<file path="config.mk">
export PLATFORM = sky130hd
export DESIGN_NAME = acs_sequencer
export DESIGN_NICKNAME = d
export VERILOG_FILES = /design/src/acs_sequencer.v
export VERILOG_INCLUDE_DIRS = /design/src
export SDC_FILE = /design/constraint.sdc
export NUM_CORES = 1
export LEC_CHECK = 0
export BUFFER_PORTS_ARGS = -buffer_cell sky130_fd_sc_hd__buf_2
export CAP_MARGIN = 20
export CORE_MARGIN = 2
export CORE_UTILIZATION = 56
export CTS_CLUSTER_SIZE = 24
export DETAILED_ROUTE_END_ITERATION = 10
export PLACE_DENSITY = 0.88
export REMOVE_ABC_BUFFERS = 1
export SKIP_LAST_GASP = 1
export SLEW_MARGIN = 20
export SYNTH_ARGS = -nofsm -noshare
export SYNTH_HDL_FRONTEND = slang
export SYNTH_SLANG_ARGS = --single-unit
</file>
<file path="constraint.sdc">
create_clock -name core_clk -period 4.96 [get_ports core_clk]
set_input_delay 0 -clock core_clk [delete_from_list [all_inputs] [get_ports core_clk]]
set_output_delay 0 -clock core_clk [all_outputs]
set_load 0.01 [all_outputs]
</file>
<file path="src/acs_map.vh">
// Constants for the conversion sequencer: field positions, reset values, timing.
// Assumes inclusion by bare name from the sequencer module.
`ifndef ACS_MAP_VH
`define ACS_MAP_VH

// Operating mode encodings
`define ACS_MODE_OFF        2'b00
`define ACS_MODE_SINGLE     2'b01
`define ACS_MODE_RSVD       2'b10
`define ACS_MODE_REPEAT     2'b11

// Control one reset value and field positions
`define ACS_CTL1_RESET      8'h10
`define ACS_CTL1_START_BIT  7
`define ACS_CTL1_MODE_HI    6
`define ACS_CTL1_MODE_LO    5
`define ACS_CTL1_AIDIS_BIT  4
`define ACS_CTL1_CHAN_HI    3
`define ACS_CTL1_CHAN_LO    0

// Control two reset value and field positions
`define ACS_CTL2_RESET      8'h10
`define ACS_CTL2_LADDER_BIT 5
`define ACS_CTL2_TIME_HI    3
`define ACS_CTL2_TIME_LO    1

// Conversion time in clock cycles per time select code
`define ACS_TIME_SEL0       12'h0027
`define ACS_TIME_SEL2       12'h004E
`define ACS_TIME_SEL3       12'h009C
`define ACS_TIME_SEL4       12'h0138
`define ACS_TIME_SEL5       12'h0270
`define ACS_TIME_SEL6       12'h04E0

// Result width
`define ACS_RESULT_W        10

`endif

</file>
<file path="src/acs_sequencer.v">
// Conversion sequencer for an 8-channel 10-bit successive-approximation converter.
// Assumes a CPU-side register front end driving write strobes and read strobes,
// and an analog core returning a sample value when asked at the end of a conversion.
// Notes on behaviour
// - Repeat mode plus start converts selected channel
// - Repeat mode relaunches after each completion
// - Completion stores result, sets flag, pulses request
// - Mode zero write halts conversion at once
// - Aborted conversion leaves results untouched
// - Single mode start begins one conversion
// - Reading result clears end flag
// - New start clears flag, keeps old result
// - Standby suspends and resets control registers
// - Standby clears held results
// - No automatic resume after wakeup
// - Ladder disconnected during standby
// - Result is ten-bit unsigned, split
// - Request may be lost at interrupt controller
// - Start bit self-clears after start
// - Busy set on start, cleared on abort, single-mode end and standby
// - Upper result read clears end flag
// - Mode codes: 00 off, 01 single, 11 repeat
`timescale 1ns/1ns
`include "acs_map.vh"

module acs_sequencer (
    input  wire        core_clk,
    input  wire        reset_n,
    input  wire        ctl1_wr,
    input  wire [7:0]  ctl1_wdata,
    input  wire        ctl2_wr,
    input  wire [7:0]  ctl2_wdata,
    input  wire        result_upper_rd,
    input  wire        standby_req,
    input  wire [9:0]  sample_value,
    output reg  [7:0]  converter_control_one_ff,
    output reg  [7:0]  converter_control_two_ff,
    output reg  [7:0]  result_upper_reg_ff,
    output reg  [7:0]  result_lower_status_reg_ff,
    output reg         conversion_done_irq_ff,
    output reg         ladder_connect_ff,
    output reg         sample_hold_ff,
    output reg  [2:0]  active_channel_ff
);

    // Sequencer states: waiting for a start, or counting a conversion
    localparam ST_IDLE = 1'b0;
    localparam ST_CONV = 1'b1;

    ////////////////////////////////////////////////////////////////////////////
    // Reset release through two flops
    // Entry is immediate; exit waits two edges so no flop leaves reset on a ragged edge
    reg rst_sync1_ff;
    reg rst_sync2_ff;
    always @(posedge core_clk or negedge reset_n)
    begin
        if (!reset_n)
        begin
            rst_sync1_ff <= 1'b0;
            rst_sync2_ff <= 1'b0;
        end
        else
        begin
            rst_sync1_ff <= 1'b1;
            rst_sync2_ff <= rst_sync1_ff;
        end
    end
    // Everything else resets from the released copy
    wire rst_n = rst_sync2_ff;

    ////////////////////////////////////////////////////////////////////////////
    // State and counters
    // Result is kept whole here; the two read views split it
    reg        state_ff;
    reg [11:0] count_ff;
    reg [9:0]  result_ff;
    reg        end_flag_ff;
    reg        busy_ff;

    // Mode fields as currently held, plus the mode field of a control one write
    // Repeat decision reads the held mode, so a mode write takes effect from the edge after it is stored
    wire [1:0] mode = converter_control_one_ff[`ACS_CTL1_MODE_HI:`ACS_CTL1_MODE_LO];
    wire [1:0] wmode = ctl1_wdata[`ACS_CTL1_MODE_HI:`ACS_CTL1_MODE_LO];
    wire [2:0] tsel = converter_control_two_ff[`ACS_CTL2_TIME_HI:`ACS_CTL2_TIME_LO];
    wire       ladder_always = converter_control_two_ff[`ACS_CTL2_LADDER_BIT];

    // Reserved time codes fall back to the shortest legal setting
    // Counts are in core clock cycles; the slowest setting needs eleven of the twelve bits
    reg [11:0] conv_cycles;
    always @*
    begin
        case (tsel)
            3'd0:    conv_cycles = `ACS_TIME_SEL0;
            3'd2:    conv_cycles = `ACS_TIME_SEL2;
            3'd3:    conv_cycles = `ACS_TIME_SEL3;
            3'd4:    conv_cycles = `ACS_TIME_SEL4;
            3'd5:    conv_cycles = `ACS_TIME_SEL5;
            3'd6:    conv_cycles = `ACS_TIME_SEL6;
            default: conv_cycles = `ACS_TIME_SEL0;
        endcase
    end

    // Start request: start bit written with a running mode; reserved mode never starts
    wire start_req = ctl1_wr && ctl1_wdata[`ACS_CTL1_START_BIT] &&
                     (wmode == `ACS_MODE_SINGLE || wmode == `ACS_MODE_REPEAT);
    wire abort_req = ctl1_wr && (wmode == `ACS_MODE_OFF);
    // Count loaded with N at the start edge reaches one on edge N-1 after it, so completion lands on edge N
    wire finish    = (state_ff == ST_CONV) && (count_ff == 12'h0001);

    ////////////////////////////////////////////////////////////////////////////
    // Sequencer, control and result registers
    always @(posedge core_clk or negedge rst_n)
    begin
        if (!rst_n)
        begin
            state_ff                 <= ST_IDLE;
            count_ff                 <= 12'h0000;
            result_ff                <= 10'h000;
            end_flag_ff              <= 1'b0;
            busy_ff                  <= 1'b0;
            converter_control_one_ff <= `ACS_CTL1_RESET;
            converter_control_two_ff <= `ACS_CTL2_RESET;
            conversion_done_irq_ff   <= 1'b0;
            active_channel_ff        <= 3'h0;
        end
        else if (standby_req)
        begin
            // Standby wipes everything but the active channel; nothing restarts on wakeup
            // Writes seen during standby are dropped, as the registers are held at reset
            state_ff                 <= ST_IDLE;
            count_ff                 <= 12'h0000;
            busy_ff                  <= 1'b0;
            converter_control_one_ff <= `ACS_CTL1_RESET;
            converter_control_two_ff <= `ACS_CTL2_RESET;
            result_ff                <= 10'h000;
            end_flag_ff              <= 1'b0;
            conversion_done_irq_ff   <= 1'b0;
        end
        else
        begin
            // One-cycle request only; the end flag stays set for software
            // that polls or that lost the request at the interrupt latch
            conversion_done_irq_ff <= 1'b0;
            // Control two takes any value outside standby
            if (ctl2_wr)
                converter_control_two_ff <= ctl2_wdata;
            // Start bit never stored, so it always reads zero
            if (ctl1_wr)
                converter_control_one_ff <= {1'b0, ctl1_wdata[6:0]};
            // Upper read clears the flag; a start or completion below overrides it,
            // and an abort in the same cycle no longer swallows the read
            if (result_upper_rd)
                end_flag_ff <= 1'b0;
            if (abort_req)
            begin
                // Abort drops the sample; result stays as it was
                // Repeat mode stops here too, since the state leaves conversion
                state_ff <= ST_IDLE;
                count_ff <= 12'h0000;
                busy_ff  <= 1'b0;
            end
            else if (start_req)
            begin
                // A start during a conversion reloads the count from the top
                state_ff          <= ST_CONV;
                count_ff          <= conv_cycles;
                busy_ff           <= 1'b1;
                end_flag_ff       <= 1'b0;
                active_channel_ff <= ctl1_wdata[2:0];
            end
            else if (finish)
            begin
                // Set wins over an upper read landing on the same edge
                result_ff              <= sample_value;
                end_flag_ff            <= 1'b1;
                conversion_done_irq_ff <= 1'b1;
                // Repeat reload follows the live mode field
                if (mode == `ACS_MODE_REPEAT)
                    count_ff <= conv_cycles;
                else
                begin
                    state_ff <= ST_IDLE;
                    count_ff <= 12'h0000;
                    busy_ff  <= 1'b0;
                end
            end
            else if (state_ff == ST_CONV)
            begin
                // Count down toward the terminal count
                count_ff <= count_ff - 12'h0001;
            end
        end
    end

    ////////////////////////////////////////////////////////////////////////////
    // Read views, ladder and sample strobe
    always @(posedge core_clk or negedge rst_n)
    begin
        if (!rst_n)
        begin
            result_upper_reg_ff        <= 8'h00;
            result_lower_status_reg_ff <= 8'h00;
            ladder_connect_ff          <= 1'b0;
            sample_hold_ff             <= 1'b0;
        end
        else
        begin
            // Views lag the stored result by one edge; an upper read changes only the end flag bit of the lower view
            result_upper_reg_ff        <= result_ff[9:2];
            result_lower_status_reg_ff <= {result_ff[1:0], end_flag_ff, busy_ff, 4'h0};
            // Ladder off in standby to stop reference current
            // Ladder bit keeps it connected between conversions at the cost of current
            ladder_connect_ff          <= !standby_req && (ladder_always || busy_ff);
            // Hold strobe tells the analog core a conversion is running
            sample_hold_ff             <= (state_ff == ST_CONV) && !standby_req;
        end
    end

endmodule

</file>
==> flow_summary.yaml, run 1 <==
run_status:
  status: "complete, no violations"
synth:
  yosys.area.top_type: "dfrtp_1"
  synth_cells: 227
  avgSynthCellArea_um2: 11.7
  synth-seq-area-share: 0.559
  yosysMostFrequentCell: "dfrtp_1"
  synth_warnings: 0
  synth_area_leaders: "dfrtp_1, mux2i_1, a22o_2"
  synth_top_area_frac: 0.539
  syn_area_um2: 2650
  ys_ff_latch: 59
  synth-async-reset-ratio: 1.00
  synthFlopType: "dfrtp_1"
  synth_top_cells_by_count: "dfrtp_1, nor2_1, nand2_1, mux2i_1"
  ys_types: 48
  synth-edff-count: 0
power:
  p_sw_frac: 0.266
  power.switching_mw: 0.311
  seq_power_share: 0.445
  p_int_mw: 0.859
  power.share.clock: 0.426
  fin_total_pwr_mw: 1.17
  p_leak_nw: 1.74
  ir_worst_vdd_mv: 0.270
  p_comb_frac: 0.130
  powerDensity_nw_per_um2: 339
global_routing:
  use_met3: 0.0718
  globalRouteMet2Util: 0.442
  grt_pass1_vias: 2250
  groute.layer.met1.usage: 0.338
  grt_util_all_layers: 0.276
  overflow: 0
  grt_max_degree: 58
  antenna_found_initial: 0
  grt_pass1_wl_um: 10800
  gr-max-usage-layer: "met2"
timing:
  whs_ps: 40.2
  hold_viol_final: 0
  slew_headroom: 0.283
  min_period_ps: 2390
  fmax_ghz: 0.418
  timing.final.crit_share: 0.482
  fin_tns_setup_ps: 0
  worst_clock_skew_ps: 19.3
  worst_pin_slew_ps: 1070
  grt_setup_unrepaired: "false"
  setup_viol: 0
  slew_viol_final: 0
clock_tree:
  cts_buffer_depth: 2
  cts_resized: 0
  clk_latency_ps: 350
  cts.reportedPaths.clkPinSlew_ps: 70
  cts_buffers: 9
  htreeDepth: 3
  clkSinkCount: 59
  cts_root_buf: "clkbuf_8"
  cts_tree: "built"
placement:
  routabilityCongestion: 0.895
  hpwl_um: 4040
  dp.cells: 337
  io_buffers: 64
critical_path:
  arrival_ps: 2620
  reg2reg_from: "busy_ff$_DFFE_PN0P_"
  reg2regPathDepth: 4
  critPathKind: "reg -> reg"
  required_ps: 5190
  cp-end-kind: "flop"
  start_kind: "flop"
  r2r_slack_ps: 2570
  reg2reg_to: "result_ff[6]$_DFFE_PN0P_"
  critical_path.max_fanout: 10
floorplanning:
  die_w_um: 72.8
  rows: 25
  start_util: 0.572
  die_h_um: 72.8
  top_level_ports: 70
  die_area_um2: 5290
  core-area_um2: 4630
layout:
  diodes: 0
  drive_gt1_frac: 0.334
  syn2layout_area_growth_pct: 30.4
  instances_no_fill: 380
  fin_nets: 355
hold_path:
  min_from: "result_upper_rd"
  holdPathStages: 3
  hold_path.class: "in -> reg"
  hold_end: "end_flag_ff$_DFF_PN0_"
drt:
  viasPerCell: 5.83
  via_count: 2214
  firstDrtPassIters: 4
  first_iter_violations: 193
  wire_per_inst_um: 17.6
  ant_nets: 0
  wl_um: 6700
  drcViolationCount: 0
job:
  max_cap_violations: 0
==> sequential cells by signal, indices dropped and copies added (netlist names), 3 cells and up <==
signal,cells
active_channel_ff,3
result_lower_status_reg_ff,4
converter_control_one_ff,7
result_upper_reg_ff,8
count_ff,12
converter_control_two_ff,8
result_ff,10
==> cell type report <==
class	instances	area, µm²
flip-flops and latches	59	1480
fillers	307	1180
multi-input cells	151	1050
repair buffers	92	598
clock buffers	9	124
clock inverters	7	100
well taps	54	67.6
inverters	8	30.0
==> stage by stage <==
step | utilization | cell area [µm²] | setup WS (ps)
after floorplan | - | 2560 | 2990
after global placement | 0.639 | 2960 | 2830
after detailed placement | 0.639 | 2960 | 2650
after CTS | 0.746 | 3450 | 2650
after global routing | 0.746 | 3450 | 2520
final | 0.746 | 3450 | 2570
==> placed cells by master, fill, tap and decap left out, types with 3 or more instances in the layout <==
master,synthesis,routed
o211ai_1,10,10
nand2_1,16,16
nor4_1,5,5
buf_2,1,64
conb_1,2,6
nor2_1,22,22
o221ai_1,3,3
mux2_2,4,4
a31oi_1,3,3
nor2b_1,3,3
inv_1,8,8
or2_2,4,4
a21oi_1,6,6
dfrtp_1,57,56
o22ai_1,3,3
a22o_2,10,10
dlygate4sd3_1,0,27
nand2b_1,4,4
mux2i_1,15,15
clkbuf_8,0,9
==> worst max-delay path, stage by stage (launching register included) <==
cell and delay [ps]:
dfrtp_1 500, or4b_4 530, nor4_1 540, a21oi_1 400, a22o_2 320
==> per-layer routing <==
metal	part of all wire	vias to the layer above	routed length (µm)
met2	0.51	111	3390
li1	-	1007	-
met1	0.39	1071	2590
met3	0.061	25	407
met4	0.047	0	317
met5	0	-	0
==> power groups by stage <==
stage	combinational (mW)	clock [mW]	sequential (mW)
floorplan	0.0682	0	0.538
detailed placement	0.132	0	0.528
global placement	0.129	0	0.527
global route	0.166	0.523	0.523
finish	0.152	0.498	0.520
CTS	0.150	0.500	0.519
==> how the worst max path moves through the flow <==
stage / depth (start not counted) / slack (ps) / from / endpoint
detailed placement: 4 / 2650 / busy_ff$_DFFE_PN0P_ / result_ff[0]$_DFFE_PN0P_
finish: 4 / 2570 / busy_ff$_DFFE_PN0P_ / result_ff[6]$_DFFE_PN0P_
floorplan: 4 / 2990 / count_ff[8]$_DFFE_PN0P_ / result_ff[0]$_DFFE_PN0P_
CTS: 4 / 2650 / busy_ff$_DFFE_PN0P_ / result_ff[0]$_DFFE_PN0P_
global placement: 4 / 2830 / busy_ff$_DFFE_PN0P_ / result_ff[2]$_DFFE_PN0P_
global route: 4 / 2520 / busy_ff$_DFFE_PN0P_ / result_ff[6]$_DFFE_PN0P_
==> cell families after synthesis <==
group,synth area share
other,0.00284
multiplexers,0.0737
XOR/XNOR,0.0132
AND/OR/NAND/NOR,0.153
buffers and inverters,0.0492
adder cells (fa/ha/maj),0.00945
flip-flops,0.559
AO/OA/AOI/OAI,0.140
==> timing repair <==
| action | in CTS | in global routing |
|---|---|---|
| hold endpoints to repair | 30 | 0 |
| hold buffers | 27 | 0 |
| buffers inserted | 0 | 0 |
Power figures use the tool's default switching activity.
==> run 2: changes to the inputs <==
CORE_UTILIZATION = 47   (was 56)
PLACE_DENSITY = 0.79   (was 0.88)
clock period = 1.92 ns   (was 4.96 ns; I/O delays follow)
==> flow_summary.yaml, run 2 (synthesized netlist as in run 1, its figures left out) <==
timing:
  min_period_ps: 2060
  slew_viol_final: 0
  worst_clock_skew_ps: 6.07
  setup_viol: 22
  finalWorstSetupSlack_ps: -137
  worst_pin_slew_ps: 563
  fin_tns_setup_ps: -2110
  hold_viol_final: 0
  grt_setup_unrepaired: "true"
  timing.final.crit_share: 1.07
  slew_headroom: 0.625
  fmax_ghz: 0.486
clock_tree:
  htreeDepth: 3
  cts.reportedPaths.clkPinSlew_ps: 70
  clkSinkCount: 59
  cts_tree: "built"
  cts_buffers: 9
  cts_root_buf: "clkbuf_8"
  cts_buffer_depth: 2
  clk_latency_ps: 330
critical_path:
  critPathKind: "reg -> reg"
  start_kind: "flop"
  r2r_slack_ps: -140
  reg2reg_from: "count_ff[5]$_DFFE_PN0P_"
  reg2reg_to: "result_ff[0]$_DFFE_PN0P_"
  cp-end-kind: "flop"
  required_ps: 2190
  arrival_ps: 2330
  reg2regPathDepth: 4
  critical_path.max_fanout: 12
layout:
  ff_latch_area_um2: 1480
  largest_reg_flops: 12
  syn2layout_area_growth_pct: 39.9
  fin_nets: 378
  top_register: "count_ff"
  multi_input_area_um2: 1100
  n_fill_cell: 420
  diodes: 0
  layout_commonest_cell: "buf_2"
  layout_common_cells: "buf_2, dfrtp_1, dlygate4sd3_1"
  final_core_util: 0.677
  drive_gt1_frac: 0.395
  largestRegisters: "count_ff x12, result_ff x10"
power:
  fin_total_pwr_mw: 3.16
  powerDensity_nw_per_um2: 852
  p_leak_nw: 1.86
  ir_worst_vdd_mv: 0.644
run_status:
  status: "complete, but fails checks"
  violations: "setup timing"
drt:
  wl_um: 6800
  ant_nets: 0
  first_iter_violations: 199
  wire_per_inst_um: 16.1
  drcViolationCount: 0
  firstDrtPassIters: 4
  viasPerCell: 5.42
  via_count: 2283
global_routing:
  grt_util_all_layers: 0.228
  grt_pass1_vias: 2283
  grt_pass1_wl_um: 10800
  overflow: 0
  antenna_found_initial: 0
  grt_max_degree: 29
placement:
  io_buffers: 64
  hpwl_um: 4300
  routabilityCongestion: 0.862
floorplanning:
  die_w_um: 79.1
  start_util: 0.484
  die_area_um2: 6250
  die_h_um: 79.1
  core-area_um2: 5470
  rows: 27
  top_level_ports: 70
hold_path:
  hold_path.class: "in -> reg"
  hold_end: "converter_control_one_ff[2]$_DFFE_PN0P_"
  holdPathStages: 2
  min_from: "standby_req"
job:
  max_cap_violations: 0
run 2: changes by cell type in the layout (fill, tap and decap cells not counted), sizes merged, moves of 2 or more:
cell	change
buf	+23
clkinv	-2
clkinvlp	+2
inv	-2
run 2: worst max-delay path by stage:
stage	slack [ps]	startpoint	endpoint
after floorplan	-50	count_ff[8]$_DFFE_PN0P_	result_ff[0]$_DFFE_PN0P_
after global placement	-60	count_ff[8]$_DFFE_PN0P_	result_ff[3]$_DFFE_PN0P_
after detailed placement	-110	count_ff[8]$_DFFE_PN0P_	count_ff[2]$_DFFE_PN0P_
after CTS	-70	count_ff[8]$_DFFE_PN0P_	result_ff[1]$_DFFE_PN0P_
after global routing	-200	count_ff[8]$_DFFE_PN0P_	count_ff[8]$_DFFE_PN0P_
final	-140	count_ff[5]$_DFFE_PN0P_	result_ff[0]$_DFFE_PN0P_
run 2: routing by layer:
layer	global-route usage	wire, µm
met5	0	0
met1	0.282	2670
met4	0.0707	84
met3	0.0591	430
met2	0.393	3610
run 2: report_power, final:
group | switching (mW) | leakage (nW) | total [mW] | internal, mW
clock | 0.499 | 0.113 | 1.36 | 0.864
sequential | 0.0473 | 0.793 | 1.34 | 1.30
combinational | 0.233 | 0.949 | 0.449 | 0.216
total | 0.779 | 1.86 | 3.16 | 2.38
run 2: stage by stage:
stage | instance area [µm²] | hold slack (ps) | instances | worst slack, ps
detailed placement | 3150 | -210 | 377 | -108
floorplan | 2560 | -296 | 218 | -45.3
finish | 3700 | 9.30 | 421 | -137
global placement | 3150 | -215 | 377 | -59.4
CTS | 3670 | 0.162 | 421 | -74.9
global route | 3700 | 28.8 | 421 | -199
run 2: cell type report:
type                            count  share of cell area
Sequential cell                    59               0.400
Clock inverter                      6              0.0307
Clock buffer                       10              0.0345
Timing Repair Buffer              114               0.205
Multi-Input combinational cell    152               0.297
Tap cell                           72              0.0243
Inverter                            8             0.00811
run 2: what timing repair did:
item	4_1_cts	5_1_grt
pin swaps	2	3
cloned	1	0
hold buffers	26	0
setup buffers	1	0
gates resized for setup	3	6
endpoints found under the hold margin	29	0
setup endpoints to repair	22	24
run 2: worst max-delay path, stage by stage (launching register included):
cell,delay (ps)
dfrtp_1,380
or4_4,600
or4_4,630
nor2_8,200
a22o_2,180
==> run 3: changes to the inputs <==
==> constraint.sdc (replaced) <==
create_clock -name core_clk -period 1.92 [get_ports core_clk]
set_input_delay 0.384 -clock core_clk [delete_from_list [all_inputs] [get_ports core_clk]]
set_output_delay 0.384 -clock core_clk [all_outputs]
set_load 0.01 [all_outputs]
==> flow_summary.yaml, run 3 (synthesized netlist as in run 1, its figures left out) <==
critical_path:
  start_kind: "flop"
  critical_path.max_fanout: 6
  cpMostUsedCell: "or4_4"
  required_ps: 2200
  reg2regPathDepth: 4
  cp-end-kind: "flop"
  r2r_slack_ps: -120
  arrival_ps: 2330
  reg2reg_to: "result_ff[5]$_DFFE_PN0P_"
  crit_chain: "or4_4 -> or4_4 -> nor2_4 -> a22o_2"
  reg2reg_from: "count_ff[5]$_DFFE_PN0P_"
  cp_slowest_cell: "or4_4"
  critPathKind: "reg -> reg"
  crit_path_max_incr_delay_ps: 640
job:
  max_cap_violations: 0
timing:
  slew_viol_final: 0
  timing.final.crit_share: 1.06
  slew_headroom: 0.623
  hold_viol_final: 0
  fin_tns_setup_ps: -1840
  worst_pin_slew_ps: 565
  setup_viol: 23
  min_period_ps: 2040
  worst_clock_skew_ps: 3.86
  grt_setup_unrepaired: "true"
  finalWorstSetupSlack_ps: -122
  fmax_ghz: 0.490
clock_tree:
  clkSinkCount: 59
  cts_root_buf: "clkbuf_8"
  cts.reportedPaths.clkPinSlew_ps: 70
  clk_latency_ps: 340
  cts_buffers: 9
  cts_tree: "built"
  htreeDepth: 3
  cts_buffer_depth: 2
layout:
  fin_nets: 354
  top_register: "count_ff"
  stdcell_area_um2: 3410
  layout_common_cells: "buf_2, dfrtp_1, buf_4"
  instances_no_fill: 397
  largest_reg_flops: 12
  n_fill_cell: 441
  diodes: 0
  drive_gt1_frac: 0.428
  syn2layout_area_growth_pct: 28.7
  layout_commonest_cell: "buf_2"
  final_core_util: 0.623
  largestRegisters: "count_ff x12, result_ff x10"
global_routing:
  grt_util_all_layers: 0.214
  grt_pass1_wl_um: 10200
  overflow: 0
  antenna_found_initial: 0
  grt_max_degree: 29
  grt_pass1_vias: 2155
drt:
  wl_um: 6030
  via_count: 2133
  viasPerCell: 5.37
  ant_nets: 0
  first_iter_violations: 156
  firstDrtPassIters: 4
  wire_per_inst_um: 15.2
  drcViolationCount: 0
placement:
  hpwl_um: 4220
  dp.cells: 377
  place_area_um2: 3150
  io_buffers: 64
  routabilityCongestion: 0.852
power:
  fin_total_pwr_mw: 2.87
  powerDensity_nw_per_um2: 843
  ir_worst_vdd_mv: 0.546
  p_leak_nw: 1.73
run_status:
  violations: "setup timing"
  status: "complete, but fails checks"
floorplanning:
  start_util: 0.484
  die_w_um: 79.1
  rows: 27
  core-area_um2: 5470
  top_level_ports: 70
  die_h_um: 79.1
  die_area_um2: 6250
hold_path:
  hold_path.class: "reg -> async"
[run 3: layout make-up]
cell class	count	area [µm²]	share of cell area
repair buffers	89	510	0.150
multi-input cells	153	1100	0.322
flip-flops and latches	59	1480	0.434
well taps	72	90.1	0.0264
clock inverters	7	76.3	0.0224
clock buffers	9	124	0.0364
inverters	8	30.0	0.00881
[run 3: worst max-delay path by stage]
| stage | end | start | slack [ps] |
|---|---|---|---|
| global placement | result_ff[3]$_DFFE_PN0P_ | count_ff[8]$_DFFE_PN0P_ | -60 |
| floorplan | result_ff[0]$_DFFE_PN0P_ | count_ff[8]$_DFFE_PN0P_ | -50 |
| detailed placement | result_ff[3]$_DFFE_PN0P_ | count_ff[8]$_DFFE_PN0P_ | -120 |
| global route | result_ff[3]$_DFFE_PN0P_ | count_ff[8]$_DFFE_PN0P_ | -160 |
| finish | result_ff[5]$_DFFE_PN0P_ | count_ff[5]$_DFFE_PN0P_ | -120 |
| CTS | result_ff[3]$_DFFE_PN0P_ | count_ff[8]$_DFFE_PN0P_ | -90 |
[run 3: metal layers]
metal	global-route usage	up-vias	part of all wire
li1	-	1014	-
met1	0.276	1033	0.42
met2	0.337	78	0.50
met3	0.0659	8	0.066
met4	0.0879	0	0.014
met5	0	-	0
[run 3: stage by stage]
stage / worst slack, ps / hold slack (ps)
floorplan: -45.3 / 88.4
detailed placement: -115 / 171
global route: -159 / 260
global placement: -58.9 / 169
finish: -122 / 264
CTS: -88.9 / 253
[run 3: timing repair]
action                                  CTS  global route
buffers inserted                          0             1
endpoints found under the setup margin   24            24
gates resized for setup                   5             2
hold endpoints to repair                  2             0
cloned                                    2             0
hold buffers                              1             0
pin swaps                                10             4
[run 3: worst max-delay path, delay by kind of cell, from the launching register on]
family          cells  cell delay, ps
simple gates        3            1430
flops               1             390
compound gates      1             170
[run 3: where the power goes]
group | switching [mW] | internal, mW
Clock | 0.532 | 0.607
Sequential | 0.0451 | 1.30
Combinational | 0.211 | 0.180
